**config.mk**
```make
export PLATFORM = sky130hd
export DESIGN_NAME = tape_drive_select_control
export DESIGN_NICKNAME = d
export VERILOG_FILES = /design/src/hdl/tape_sel_pkg.sv /design/src/hdl/tape_drive_select_control.sv
export SDC_FILE = /design/constraint.sdc
export NUM_CORES = 1
export LEC_CHECK = 0
export ABC_AREA = 1
export BUFFER_PORTS_ARGS = -buffer_cell sky130_fd_sc_hd__buf_2
export CAP_MARGIN = 0
export CORE_ASPECT_RATIO = 2
export CORE_UTILIZATION = 45
export CTS_BUF_LIST = sky130_fd_sc_hd__clkbuf_8 sky130_fd_sc_hd__clkbuf_16
export CTS_CLUSTER_SIZE = 28
export DETAILED_ROUTE_END_ITERATION = 16
export PLACE_DENSITY = 0.63
export SLEW_MARGIN = 20
export SYNTH_ARGS = -nofsm -noshare
export SYNTH_HDL_FRONTEND = slang
export SYNTH_SLANG_ARGS = --single-unit
```
**constraint.sdc**
```tcl
create_clock -name clk_i -period 2.3 [get_ports clk_i]
set_input_delay 0.23 -clock clk_i [delete_from_list [all_inputs] [get_ports clk_i]]
set_output_delay 0.23 -clock clk_i [all_outputs]
set_load 0.005 [all_outputs]
```
**src/hdl/tape_sel_pkg.sv**
```systemverilog
// Package for the tape drive select and bookkeeping block.
// Assumes a 32-bit classic Wishbone register bus with word-aligned byte addresses.
package tape_sel_pkg;

  // ****************************************
  // Register byte offsets
  // ****************************************
  localparam logic [7:0] OFF_TRACK_PICK   = 8'h00;  // drive_track_pick
  localparam logic [7:0] OFF_MOTION       = 8'h04;  // drive_motion_control
  localparam logic [7:0] OFF_TRACK_LIMIT  = 8'h08;  // Two's complement track limit
  localparam logic [7:0] OFF_VERIFY_NEXT  = 8'h0C;  // verify_next_block
  localparam logic [7:0] OFF_RW_BUF       = 8'h10;  // rewrite_buffer_ptr
  localparam logic [7:0] OFF_RW_BLK       = 8'h14;  // rewrite_block_ptr
  localparam logic [7:0] OFF_RB_BUF       = 8'h18;  // readback_buffer_now
  localparam logic [7:0] OFF_EXP_BLK      = 8'h1C;  // expected_block_id
  localparam logic [7:0] OFF_ORIGIN       = 8'h20;  // rewrite_origin_buffer, read only
  localparam logic [7:0] OFF_LAST_CMD     = 8'h24;  // Last command code, read only
  localparam logic [7:0] OFF_HIST_LO      = 8'h28;  // Old status bytes 0..3
  localparam logic [7:0] OFF_HIST_HI      = 8'h2C;  // Old status bytes 4..5
  localparam logic [7:0] OFF_COUNTS       = 8'h30;  // Retry count and bad record count
  localparam logic [7:0] OFF_IRQ_STATUS   = 8'h34;  // Sticky events, read only
  localparam logic [7:0] OFF_IRQ_CLEAR    = 8'h38;  // Write one to clear, write only
  localparam logic [7:0] OFF_IRQ_ENABLE   = 8'h3C;  // Interrupt enables
  localparam logic [7:0] OFF_FLAGS        = 8'h40;  // Live flags, read only

  // ****************************************
  // Field positions
  // ****************************************
  localparam int TRACK_HI        = 7;  // Track number, MSB
  localparam int TRACK_LO        = 4;  // Track number, LSB
  localparam int SEL_HI          = 3;  // Radial select, drive 3
  localparam int MC_HOLD         = 7;  // cartridge_hold
  localparam int MC_WRITE        = 6;  // Write current
  localparam int MC_ERASE        = 5;  // Erase current
  localparam int MC_REVERSE      = 4;  // Direction, set = finish toward start
  localparam int MC_GO           = 3;  // Capstan go
  localparam int MC_HIGH_SPEED   = 2;  // High speed request
  localparam int EV_HARD_ERROR   = 0;  // Retry count reached limit
  localparam int EV_BLK_MISMATCH = 1;  // Arriving block not the expected one
  localparam int EV_REWRITE_DONE = 2;  // Origin buffer read back
  localparam int EV_TRK_OVERRUN  = 3;  // Track past the limit
  localparam int EV_BAD_RECORD   = 4;  // Bad record counted
  localparam int EV_W            = 5;  // Event vector width

  // ****************************************
  // Reset values and counts
  // ****************************************
  localparam logic [7:0] TRACK_FIELD_MASK = 8'hF0;  // track_field_mask
  localparam logic [7:0] TRACK_LIMIT_RST  = 8'hF0;  // -(15 + 1), all sixteen tracks allowed
  localparam logic [7:0] BYTE_RST         = 8'h00;  // Plain byte reset value
  localparam logic [4:0] RETRY_LIMIT      = 5'h10;  // Retries that make a hard error
  localparam int         HIST_BYTES       = 6;      // Old status bytes kept

endpackage
```
**src/hdl/tape_drive_select_control.sv**
```systemverilog
// Drive select, motion control and rewrite/retry bookkeeping for a cartridge tape controller.
// Assumes a classic Wishbone master, synchronous inputs on clk_i, and a datapath giving one-cycle event pulses.
`timescale 1ns/1ps

module tape_drive_select_control #(
  parameter int DRIVES = 4  // Radially selected drives
) (
  // Clock and reset
  input  wire logic              clk_i,
  input  wire logic              rst_i,
  // Wishbone slave
  input  wire logic              cyc_i,
  input  wire logic              stb_i,
  input  wire logic              we_i,
  input  wire logic [7:0]        adr_i,
  input  wire logic [3:0]        sel_i,
  input  wire logic [31:0]       dat_i,
  output logic      [31:0]       dat_o,
  output logic                   ack_o,
  // Operation events from the read/write datapath
  input  wire logic              op_start_i,
  input  wire logic              op_write_i,
  input  wire logic [7:0]        op_cmd_i,
  input  wire logic [7:0]        op_status_i,
  input  wire logic              retry_i,
  input  wire logic              bad_record_i,
  input  wire logic              rewrite_req_i,
  input  wire logic              blk_valid_i,
  input  wire logic [7:0]        blk_id_i,
  input  wire logic [7:0]        blk_buf_i,
  // Drive lines
  output logic [3:0]             track_number_o,
  output logic [DRIVES-1:0]      drive_select_o,
  output logic [DRIVES-1:0]      cartridge_hold_o,
  output logic [DRIVES-1:0]      write_current_o,
  output logic [DRIVES-1:0]      erase_current_o,
  output logic                   reverse_o,
  output logic [DRIVES-1:0]      capstan_go_o,
  output logic                   high_speed_o,
  // Bookkeeping results
  output logic [7:0]             rewrite_buf_o,
  output logic [7:0]             rewrite_blk_o,
  output logic                   rewrite_active_o,
  output logic                   hard_error_o,
  output logic                   irq_o
);

  localparam int HIST_BYTES = tape_sel_pkg::HIST_BYTES;  // Old status depth, needed by the array below

  // ****************************************
  // Storage
  // ****************************************
  logic [7:0]                     pick_r;        // Track and drive pick
  logic [7:0]                     motion_r;      // Motion control
  logic [7:0]                     limit_r;       // Track limit
  logic [7:0]                     verify_r;      // verify_next_block
  logic [7:0]                     rw_buf_r;      // rewrite_buffer_ptr
  logic [7:0]                     rw_blk_r;      // rewrite_block_ptr
  logic [7:0]                     rb_buf_r;      // readback_buffer_now
  logic [7:0]                     exp_blk_r;     // expected_block_id
  logic [7:0]                     origin_r;      // rewrite_origin_buffer
  logic [7:0]                     last_cmd_r;    // Last command executed
  logic [7:0]                     hist_r [HIST_BYTES];  // Old status bytes
  logic [4:0]                     retry_r;       // compound_retry_count
  logic [7:0]                     bad_r;         // Bad records this operation
  logic                           op_write_r;    // Current operation is a write
  logic                           rewrite_r;     // Rewrite in progress
  logic [tape_sel_pkg::EV_W-1:0]  ev_stat_r;     // Sticky events
  logic [tape_sel_pkg::EV_W-1:0]  ev_en_r;       // Event enables
  logic                           ack_r;         // Bus acknowledge
  logic [31:0]                    dat_r;         // Read data

  // ****************************************
  // Bus decode
  // ****************************************
  logic       bus_req;      // Request waiting for its ack
  logic       wr_now;       // Write takes effect at this edge
  logic [7:0] wbyte;        // Low byte of write data
  logic       tk_overrun;   // Selected track beyond limit
  logic [8:0] tk_sum;       // Track plus limit, with carry
  logic       blk_match;    // Arriving block is the expected one
  logic       retry_hit;    // This retry reaches the limit
  logic [tape_sel_pkg::EV_W-1:0] ev_now;  // Events this cycle

  assign bus_req = cyc_i && stb_i && !ack_r;
  // Writes land on the edge where the master sees ack, never earlier
  assign wr_now  = cyc_i && stb_i && we_i && ack_r && sel_i[0];
  assign wbyte   = dat_i[7:0];

  // Adding the limit carries out exactly when track > highest allowed
  assign tk_sum     = {1'b0, 4'h0, pick_r[tape_sel_pkg::TRACK_HI:tape_sel_pkg::TRACK_LO]} + {1'b0, limit_r};
  assign tk_overrun = tk_sum[8];
  assign blk_match  = (blk_id_i == exp_blk_r);
  assign retry_hit  = retry_i && !op_start_i && (retry_r == tape_sel_pkg::RETRY_LIMIT - 5'h01);

  // Bus acknowledge, one wait state, dropped the cycle after it is given
  always_ff @(posedge clk_i)
  begin
    if (rst_i)
      ack_r <= 1'b0;
    else
      ack_r <= bus_req;
  end
  assign ack_o = ack_r;

  // Read mux, registered so data stands with ack; unmapped reads return zero
  always_ff @(posedge clk_i)
  begin
    if (rst_i)
      dat_r <= 32'h0000_0000;
    else if (bus_req)
    begin
      unique case (adr_i)
        tape_sel_pkg::OFF_TRACK_PICK:  dat_r <= {24'h00_0000, pick_r};
        tape_sel_pkg::OFF_MOTION:      dat_r <= {24'h00_0000, motion_r};
        tape_sel_pkg::OFF_TRACK_LIMIT: dat_r <= {24'h00_0000, limit_r};
        tape_sel_pkg::OFF_VERIFY_NEXT: dat_r <= {24'h00_0000, verify_r};
        tape_sel_pkg::OFF_RW_BUF:      dat_r <= {24'h00_0000, rw_buf_r};
        tape_sel_pkg::OFF_RW_BLK:      dat_r <= {24'h00_0000, rw_blk_r};
        tape_sel_pkg::OFF_RB_BUF:      dat_r <= {24'h00_0000, rb_buf_r};
        tape_sel_pkg::OFF_EXP_BLK:     dat_r <= {24'h00_0000, exp_blk_r};
        tape_sel_pkg::OFF_ORIGIN:      dat_r <= {24'h00_0000, origin_r};
        tape_sel_pkg::OFF_LAST_CMD:    dat_r <= {24'h00_0000, last_cmd_r};
        tape_sel_pkg::OFF_HIST_LO:     dat_r <= {hist_r[3], hist_r[2], hist_r[1], hist_r[0]};
        tape_sel_pkg::OFF_HIST_HI:     dat_r <= {16'h0000, hist_r[5], hist_r[4]};
        tape_sel_pkg::OFF_COUNTS:      dat_r <= {16'h0000, bad_r, 3'b000, retry_r};
        tape_sel_pkg::OFF_IRQ_STATUS:  dat_r <= {27'h000_0000, ev_stat_r};
        tape_sel_pkg::OFF_IRQ_ENABLE:  dat_r <= {27'h000_0000, ev_en_r};
        tape_sel_pkg::OFF_FLAGS:       dat_r <= {28'h000_0000, tk_overrun, hard_error_o, op_write_r, rewrite_r};
        default:                       dat_r <= 32'h0000_0000;
      endcase
    end
  end
  assign dat_o = dat_r;

  // ****************************************
  // Drive select and motion
  // ****************************************
  // Pick register; a select write with several bits keeps only the lowest one
  always_ff @(posedge clk_i)
  begin
    if (rst_i)
      pick_r <= tape_sel_pkg::BYTE_RST;
    else if (wr_now && adr_i == tape_sel_pkg::OFF_TRACK_PICK)
    begin
      pick_r[tape_sel_pkg::TRACK_HI:tape_sel_pkg::TRACK_LO] <= wbyte[7:4];
      pick_r[tape_sel_pkg::SEL_HI:0] <= wbyte[3:0] & (~wbyte[3:0] + 4'h1);
    end
  end

  // Motion control register
  always_ff @(posedge clk_i)
  begin
    if (rst_i)
      motion_r <= tape_sel_pkg::BYTE_RST;
    else if (wr_now && adr_i == tape_sel_pkg::OFF_MOTION)
      motion_r <= wbyte;
  end

  // Drive lines; the erase gate protects data on any track but zero
  assign track_number_o = pick_r[tape_sel_pkg::TRACK_HI:tape_sel_pkg::TRACK_LO];
  assign drive_select_o = pick_r[DRIVES-1:0];
  assign reverse_o      = motion_r[tape_sel_pkg::MC_REVERSE];
  assign high_speed_o   = motion_r[tape_sel_pkg::MC_HIGH_SPEED];  // Software must drop go first

  genvar gd;
  generate
    for (gd = 0; gd < DRIVES; gd++)
    begin : g_drive
      assign cartridge_hold_o[gd] = motion_r[tape_sel_pkg::MC_HOLD];
      assign write_current_o[gd]  = motion_r[tape_sel_pkg::MC_WRITE] && pick_r[gd];
      assign erase_current_o[gd]  = motion_r[tape_sel_pkg::MC_ERASE] && pick_r[gd] && track_number_o == 4'h0;
      assign capstan_go_o[gd]     = motion_r[tape_sel_pkg::MC_GO] && pick_r[gd];
    end
  endgenerate

  // ****************************************
  // Pointers
  // ****************************************
  // Track limit, software written
  always_ff @(posedge clk_i)
  begin
    if (rst_i)
      limit_r <= tape_sel_pkg::TRACK_LIMIT_RST;
    else if (wr_now && adr_i == tape_sel_pkg::OFF_TRACK_LIMIT)
      limit_r <= wbyte;
  end

  // Rewrite pointers feed the write logic directly
  always_ff @(posedge clk_i)
  begin
    if (rst_i)
    begin
      rw_buf_r <= tape_sel_pkg::BYTE_RST;
      rw_blk_r <= tape_sel_pkg::BYTE_RST;
      rb_buf_r <= tape_sel_pkg::BYTE_RST;
    end
    else if (wr_now)
    begin
      if (adr_i == tape_sel_pkg::OFF_RW_BUF)
        rw_buf_r <= wbyte;
      if (adr_i == tape_sel_pkg::OFF_RW_BLK)
        rw_blk_r <= wbyte;
      if (adr_i == tape_sel_pkg::OFF_RB_BUF)
        rb_buf_r <= wbyte;
    end
  end
  assign rewrite_buf_o = rw_buf_r;
  assign rewrite_blk_o = rw_blk_r;

  // Expected block advances on a match; a mismatch leaves it for the retry
  always_ff @(posedge clk_i)
  begin
    if (rst_i)
      exp_blk_r <= tape_sel_pkg::BYTE_RST;
    else if (blk_valid_i && blk_match)
      exp_blk_r <= exp_blk_r + 8'h01;
    else if (wr_now && adr_i == tape_sel_pkg::OFF_EXP_BLK)
      exp_blk_r <= wbyte;
  end

  // Verify pointer advances on a block match only while a write operation is running; a bus write loads it unless an advance falls in the same cycle
  always_ff @(posedge clk_i)
  begin
    if (rst_i)
      verify_r <= tape_sel_pkg::BYTE_RST;
    else if (blk_valid_i && blk_match && op_write_r)
      verify_r <= verify_r + 8'h01;
    else if (wr_now && adr_i == tape_sel_pkg::OFF_VERIFY_NEXT)
      verify_r <= wbyte;
  end

  // Rewrite flag; a new request wins over a read-back in the same cycle
  always_ff @(posedge clk_i)
  begin
    if (rst_i)
    begin
      rewrite_r <= 1'b0;
      origin_r  <= tape_sel_pkg::BYTE_RST;
    end
    else if (rewrite_req_i)
    begin
      rewrite_r <= 1'b1;
      origin_r  <= rb_buf_r;
    end
    else if (rewrite_r && blk_valid_i && blk_match && blk_buf_i == origin_r)
      rewrite_r <= 1'b0;
  end
  assign rewrite_active_o = rewrite_r;

  // ****************************************
  // Operation history and counts
  // ****************************************
  // Operation start records command and shifts in the status byte
  always_ff @(posedge clk_i)
  begin
    if (rst_i)
    begin
      last_cmd_r <= tape_sel_pkg::BYTE_RST;
      op_write_r <= 1'b0;
      for (int i = 0; i < HIST_BYTES; i++)
        hist_r[i] <= tape_sel_pkg::BYTE_RST;
    end
    else if (op_start_i)
    begin
      last_cmd_r <= op_cmd_i;
      op_write_r <= op_write_i;
      hist_r[0]  <= op_status_i;
      for (int i = 1; i < HIST_BYTES; i++)
        hist_r[i] <= hist_r[i-1];
    end
  end

  // Retry counter saturates at the limit, which is the hard error
  always_ff @(posedge clk_i)
  begin
    if (rst_i)
      retry_r <= 5'h00;
    else if (op_start_i)
      retry_r <= 5'h00;
    else if (retry_i && retry_r != tape_sel_pkg::RETRY_LIMIT)
      retry_r <= retry_r + 5'h01;
  end
  assign hard_error_o = (retry_r == tape_sel_pkg::RETRY_LIMIT);

  // Bad records, saturating so a long bad stretch never wraps to zero
  always_ff @(posedge clk_i)
  begin
    if (rst_i)
      bad_r <= tape_sel_pkg::BYTE_RST;
    else if (op_start_i)
      bad_r <= tape_sel_pkg::BYTE_RST;
    else if (bad_record_i && bad_r != 8'hFF)
      bad_r <= bad_r + 8'h01;
  end

  // ****************************************
  // Interrupts
  // ****************************************
  always_comb
  begin
    ev_now = '0;
    ev_now[tape_sel_pkg::EV_HARD_ERROR]   = retry_hit;
    ev_now[tape_sel_pkg::EV_BLK_MISMATCH] = blk_valid_i && !blk_match;
    ev_now[tape_sel_pkg::EV_REWRITE_DONE] = rewrite_r && !rewrite_req_i && blk_valid_i && blk_match
                                            && blk_buf_i == origin_r;
    ev_now[tape_sel_pkg::EV_TRK_OVERRUN]  = wr_now && adr_i == tape_sel_pkg::OFF_TRACK_PICK
                                            && ({4'h0, wbyte[7:4]} + limit_r) < {4'h0, wbyte[7:4]};
    ev_now[tape_sel_pkg::EV_BAD_RECORD]   = bad_record_i;
  end

  // Sticky status: a new event wins over a clear in the same cycle
  always_ff @(posedge clk_i)
  begin
    if (rst_i)
      ev_stat_r <= '0;
    else if (wr_now && adr_i == tape_sel_pkg::OFF_IRQ_CLEAR)
      ev_stat_r <= (ev_stat_r & ~dat_i[tape_sel_pkg::EV_W-1:0]) | ev_now;
    else
      ev_stat_r <= ev_stat_r | ev_now;
  end

  // Interrupt enables
  always_ff @(posedge clk_i)
  begin
    if (rst_i)
      ev_en_r <= '0;
    else if (wr_now && adr_i == tape_sel_pkg::OFF_IRQ_ENABLE)
      ev_en_r <= dat_i[tape_sel_pkg::EV_W-1:0];
  end
  assign irq_o = |(ev_stat_r & ev_en_r);

  // ****************************************
  // Checks
  // ****************************************
  pick_onehot_a: assert property (@(posedge clk_i) disable iff (rst_i)
    $onehot0(drive_select_o)) else $error("more than one drive selected");

  track_write_a: assert property (@(posedge clk_i) disable iff (rst_i)
    wr_now && adr_i == tape_sel_pkg::OFF_TRACK_PICK |=> track_number_o == $past(dat_i[7:4]))
    else $error("track number not taken from write");

  erase_gate_a: assert property (@(posedge clk_i) disable iff (rst_i)
    (|erase_current_o) |-> track_number_o == 4'h0 && motion_r[tape_sel_pkg::MC_ERASE])
    else $error("erase current off track zero");

  hold_all_a: assert property (@(posedge clk_i) disable iff (rst_i)
    motion_r[tape_sel_pkg::MC_HOLD] |-> &cartridge_hold_o) else $error("hold not on all drives");

  go_select_a: assert property (@(posedge clk_i) disable iff (rst_i)
    capstan_go_o == (drive_select_o & {DRIVES{motion_r[tape_sel_pkg::MC_GO]}}) &&
    write_current_o == (drive_select_o & {DRIVES{motion_r[tape_sel_pkg::MC_WRITE]}}))
    else $error("go or write current not on selected drive");

  retry_hard_a: assert property (@(posedge clk_i) disable iff (rst_i)
    retry_hit |=> hard_error_o && ev_stat_r[tape_sel_pkg::EV_HARD_ERROR])
    else $error("sixteenth retry gave no hard error");

  op_clear_a: assert property (@(posedge clk_i) disable iff (rst_i)
    op_start_i |=> retry_r == 5'h00 && bad_r == 8'h00 && last_cmd_r == $past(op_cmd_i))
    else $error("operation start did not clear counts");

  verify_read_a: assert property (@(posedge clk_i) disable iff (rst_i)
    !op_write_r && !wr_now |=> $stable(verify_r)) else $error("verify pointer moved on read");

  rewrite_hold_a: assert property (@(posedge clk_i) disable iff (rst_i)
    rewrite_req_i ##1 !(blk_valid_i && blk_match && blk_buf_i == origin_r) [*2] |-> rewrite_r)
    else $error("rewrite flag dropped early");

  block_adv_a: assert property (@(posedge clk_i) disable iff (rst_i)
    blk_valid_i && blk_match |=> exp_blk_r == $past(exp_blk_r) + 8'h01)
    else $error("expected block did not advance");

  ack_once_a: assert property (@(posedge clk_i) disable iff (rst_i)
    ack_o |=> !ack_o) else $error("ack held two cycles");

endmodule

```
==> results.md <==
* Status: completed
* Number of detailed-route iterations in the first pass at 5
* Slew Limit Fails at 0
* Final period util at 0.907
* Fmax at 479 MHz
* Die area at 21,500 µm²
* Clk Latency, worst-skew pair at 440 ps
* Worst clock skew at 13.0 ps
* CTS sink cnt at 186
* Placer Congestion at 0.950
* Arrival @ worst endpoint at 2450 ps
* Core area at 20,500 µm²
* H-tree depth at 4
* Largest net degree at the start of global routing at 66
* GRT overflow at 0
* Hold_buf cts at 0
* Via/cell ratio at 5.35
* Seq cells post-synth at 186
* WHS Endpoint: last_cmd_r[5]
* Synth Area per Inst at 7.42 µm²
* Worst-Margin Slew at 782 ps
* WL final at 30,500 µm
* Initial Util at 0.460
* Worst path bufs/invs at 0
* WL per Instance at 18.2 µm
* Worst path depth at 12
* TritonCTS clock tree: built
* Clock transition at path regs at 70 ps
* Syn Inst Count at 1,268
* PostCTS Resize Cnt at 0
* Root Buffer: clkbuf_16
* Ports at 165
* Commonest non-fill, non-tap cell in the layout: nand2_1
* Worst r2r path cells at 12
* Post-Syn Area at 9410 µm²
* Fill count at 2,091
* Synth unique cells at 43
* Sequential area share after synthesis at 0.447
* Worst slew margin at 0.479
* Power density cells at 632 nW/µm²
* Final hold vios at 0
* Critical path class: flip-flop to flip-flop
* Min-delay src: op_cmd_i[5]
* Reg2reg setup slack at 210 ps
* Met2 wire len at 16,600 µm
* Metal3 WL at 1170 µm
* RSZ-0062 raised after global routing: false
* Max Cap Violations at 0
* Post-route setup TNS at 0 ps
* Setup violators final at 0
* Number of CTS-inserted buffers at 17
* Worst setup SP type: flip-flop
* Type of element capturing the critical path: flip-flop
* Max Fanout on Critical Path at 4
* Yosys Warn Count at 0
* Post-CTS setup buffers at 0
* Met1 Routed Length at 10,400 µm
* Share of cells above drive strength 1 at 0.178
* Iteration-0 DRC Markers at 447
* Worst r2r src: limit_r[2]
* Req. time, crit path at 2660 ps
* Setup slack at placement at 59.8 ps
* Worst hold path type: primary input to flip-flop
* Min Tclk post-route at 2090 ps
* First-pass GRT wire length at 47,200 µm
* Cell leakage power at 4.94 nW
* Highest routed layer: met5
* Critical R2R Capture: ev_stat_r[3]
* Area grow syn2layout at 16.6%
* Crit path cell chain: ha_1 > a21oi_1 > o21ai_2 > xor2_1 > ha_1 > nand2_1 > nor2_1 > a211oi_2 > nand3b_1 > nor2_1 > nand3_1 > a21oi_1
* Peak supply drop at 0.411 mV
* Nets@finish at 1,495
* Worst Hold Slack at 23.2 ps
* Most frequent cells in the layout: 322 x nand2_1, 137 x buf_2, 136 x dfxtp_1
* Gr usage total at 0.294
* Die Wd at 104 µm
* Final setup margin at 213 ps
* # DRC at 0
* Syn nets at 1,370
* Vias in the first global route at 8,673
* Longest Clk Path Bufs at 2
* CP top delay family: adder cells
* Die H at 206 µm
* HPWL after DPL at 23,400 µm
* Number of port buffers at 137
* Post-DRT Antenna Nets at 0
* Critical-path top delay cell: dfxtp_2
* Initial antenna violation count at 2
* Hold Path Depth at 3
* Critical Path Max Stage Delay at 340 ps
* # rows at 74
* Vias at 8,946
kinds of logic after synthesis:
logic type               Yosys count  synth area share
AO/OA/AOI/OAI                    217             0.122
XOR/XNOR                          26            0.0314
adder cells (fa/ha/maj)           15            0.0207
buffers and inverters            202            0.0880
flip-flops                       186             0.447
AND/OR/NAND/NOR                  622             0.291
per-layer routing:
metal,vias up,GRT usage
li1,4386,-
met3,107,0.0388
met2,300,0.563
met1,4151,0.280
met4,2,0.226
met5,-,0
report_power, final:
group	internal [mW]	total, mW	switching [mW]	leakage [nW]
Combinational	0.135	0.449	0.315	3.00
Sequential	3.44	3.50	0.0597	1.65
Clock	1.62	2.99	1.38	0.291
Total	5.19	6.94	1.75	4.94
cell usage after synthesis, drive strengths merged:
cell type    n  area, µm²
nand4       15        124
buf         28        175
clkbuf      30        113
ha          14        175
nand3b       3       22.5
nor2       139        608
o22ai        1       6.26
o221ai       4       35.0
o21a         1       7.51
nor3         7       45.0
nor3b        1       7.51
xnor2       15        199
nor4         3       18.8
nand2      326       1230
nand3      128        678
xor2        11       96.3
a211oi       4       30.0
edfxtp      48       1440
a31oi        2       12.5
dfxtp      138       2760
a221oi       1       8.76
o21ai       80        400
a21oi      113        566
inv        144        541
a22oi        1       7.51
o211ai       9       67.6
fa           1       20.0
o21bai       1       7.51
how the worst max path moves through the flow:
stage | from | endpoint | slack (ps)
after detailed placement | dat_i[6] | ev_stat_r[3] | 60
after global placement | dat_i[6] | ev_stat_r[3] | 90
after floorplan | op_start_i | hist_r[0][0] | 190
final | limit_r[2] | ev_stat_r[3] | 210
after CTS | limit_r[1] | ev_stat_r[3] | 80
after global routing | limit_r[2] | ev_stat_r[3] | 4
worst min-delay path, stage by stage:
cell	delay, ps
buf_2	70
nand3_1	70
nand2_1	60
through the flow:
stage	power [mW]	utilization	cell area [µm²]	instances
detailed placement	4.01	0.506	10400	1640
CTS	6.98	0.535	11000	1672
floorplan	3.79	-	9410	1268
finish	6.94	0.536	11000	1673
global placement	4.01	0.506	10400	1640
global route	7.14	0.536	11000	1673
cell type report:
cell class	instances	area, µm²	share of cell area
inverter	144	541	0.0493
tap	266	333	0.0303
antenna	1	2.50	0.000228
timing repair buffer	164	901	0.0821
multi-input combinational	880	4390	0.400
sequential	186	4210	0.383
clock inverter	13	133	0.0121
clock buffer	19	464	0.0423
flip-flops by register name (all words and copies together), names as in the netlist:
signal,flops
rewrite_buf_o,8
dat_o,32
origin_r,8
retry_r,5
ev_stat_r,5
op_write_r,1
last_cmd_r,8
ev_en_r,5
hist_r,48
rewrite_active_o,1
rb_buf_r,8
verify_r,8
rewrite_blk_o,8
pick_r,8
motion_r,8
bad_r,8
exp_blk_r,8
ack_o,1
limit_r,8
Note: power is estimated with default switching activity, not from simulation.
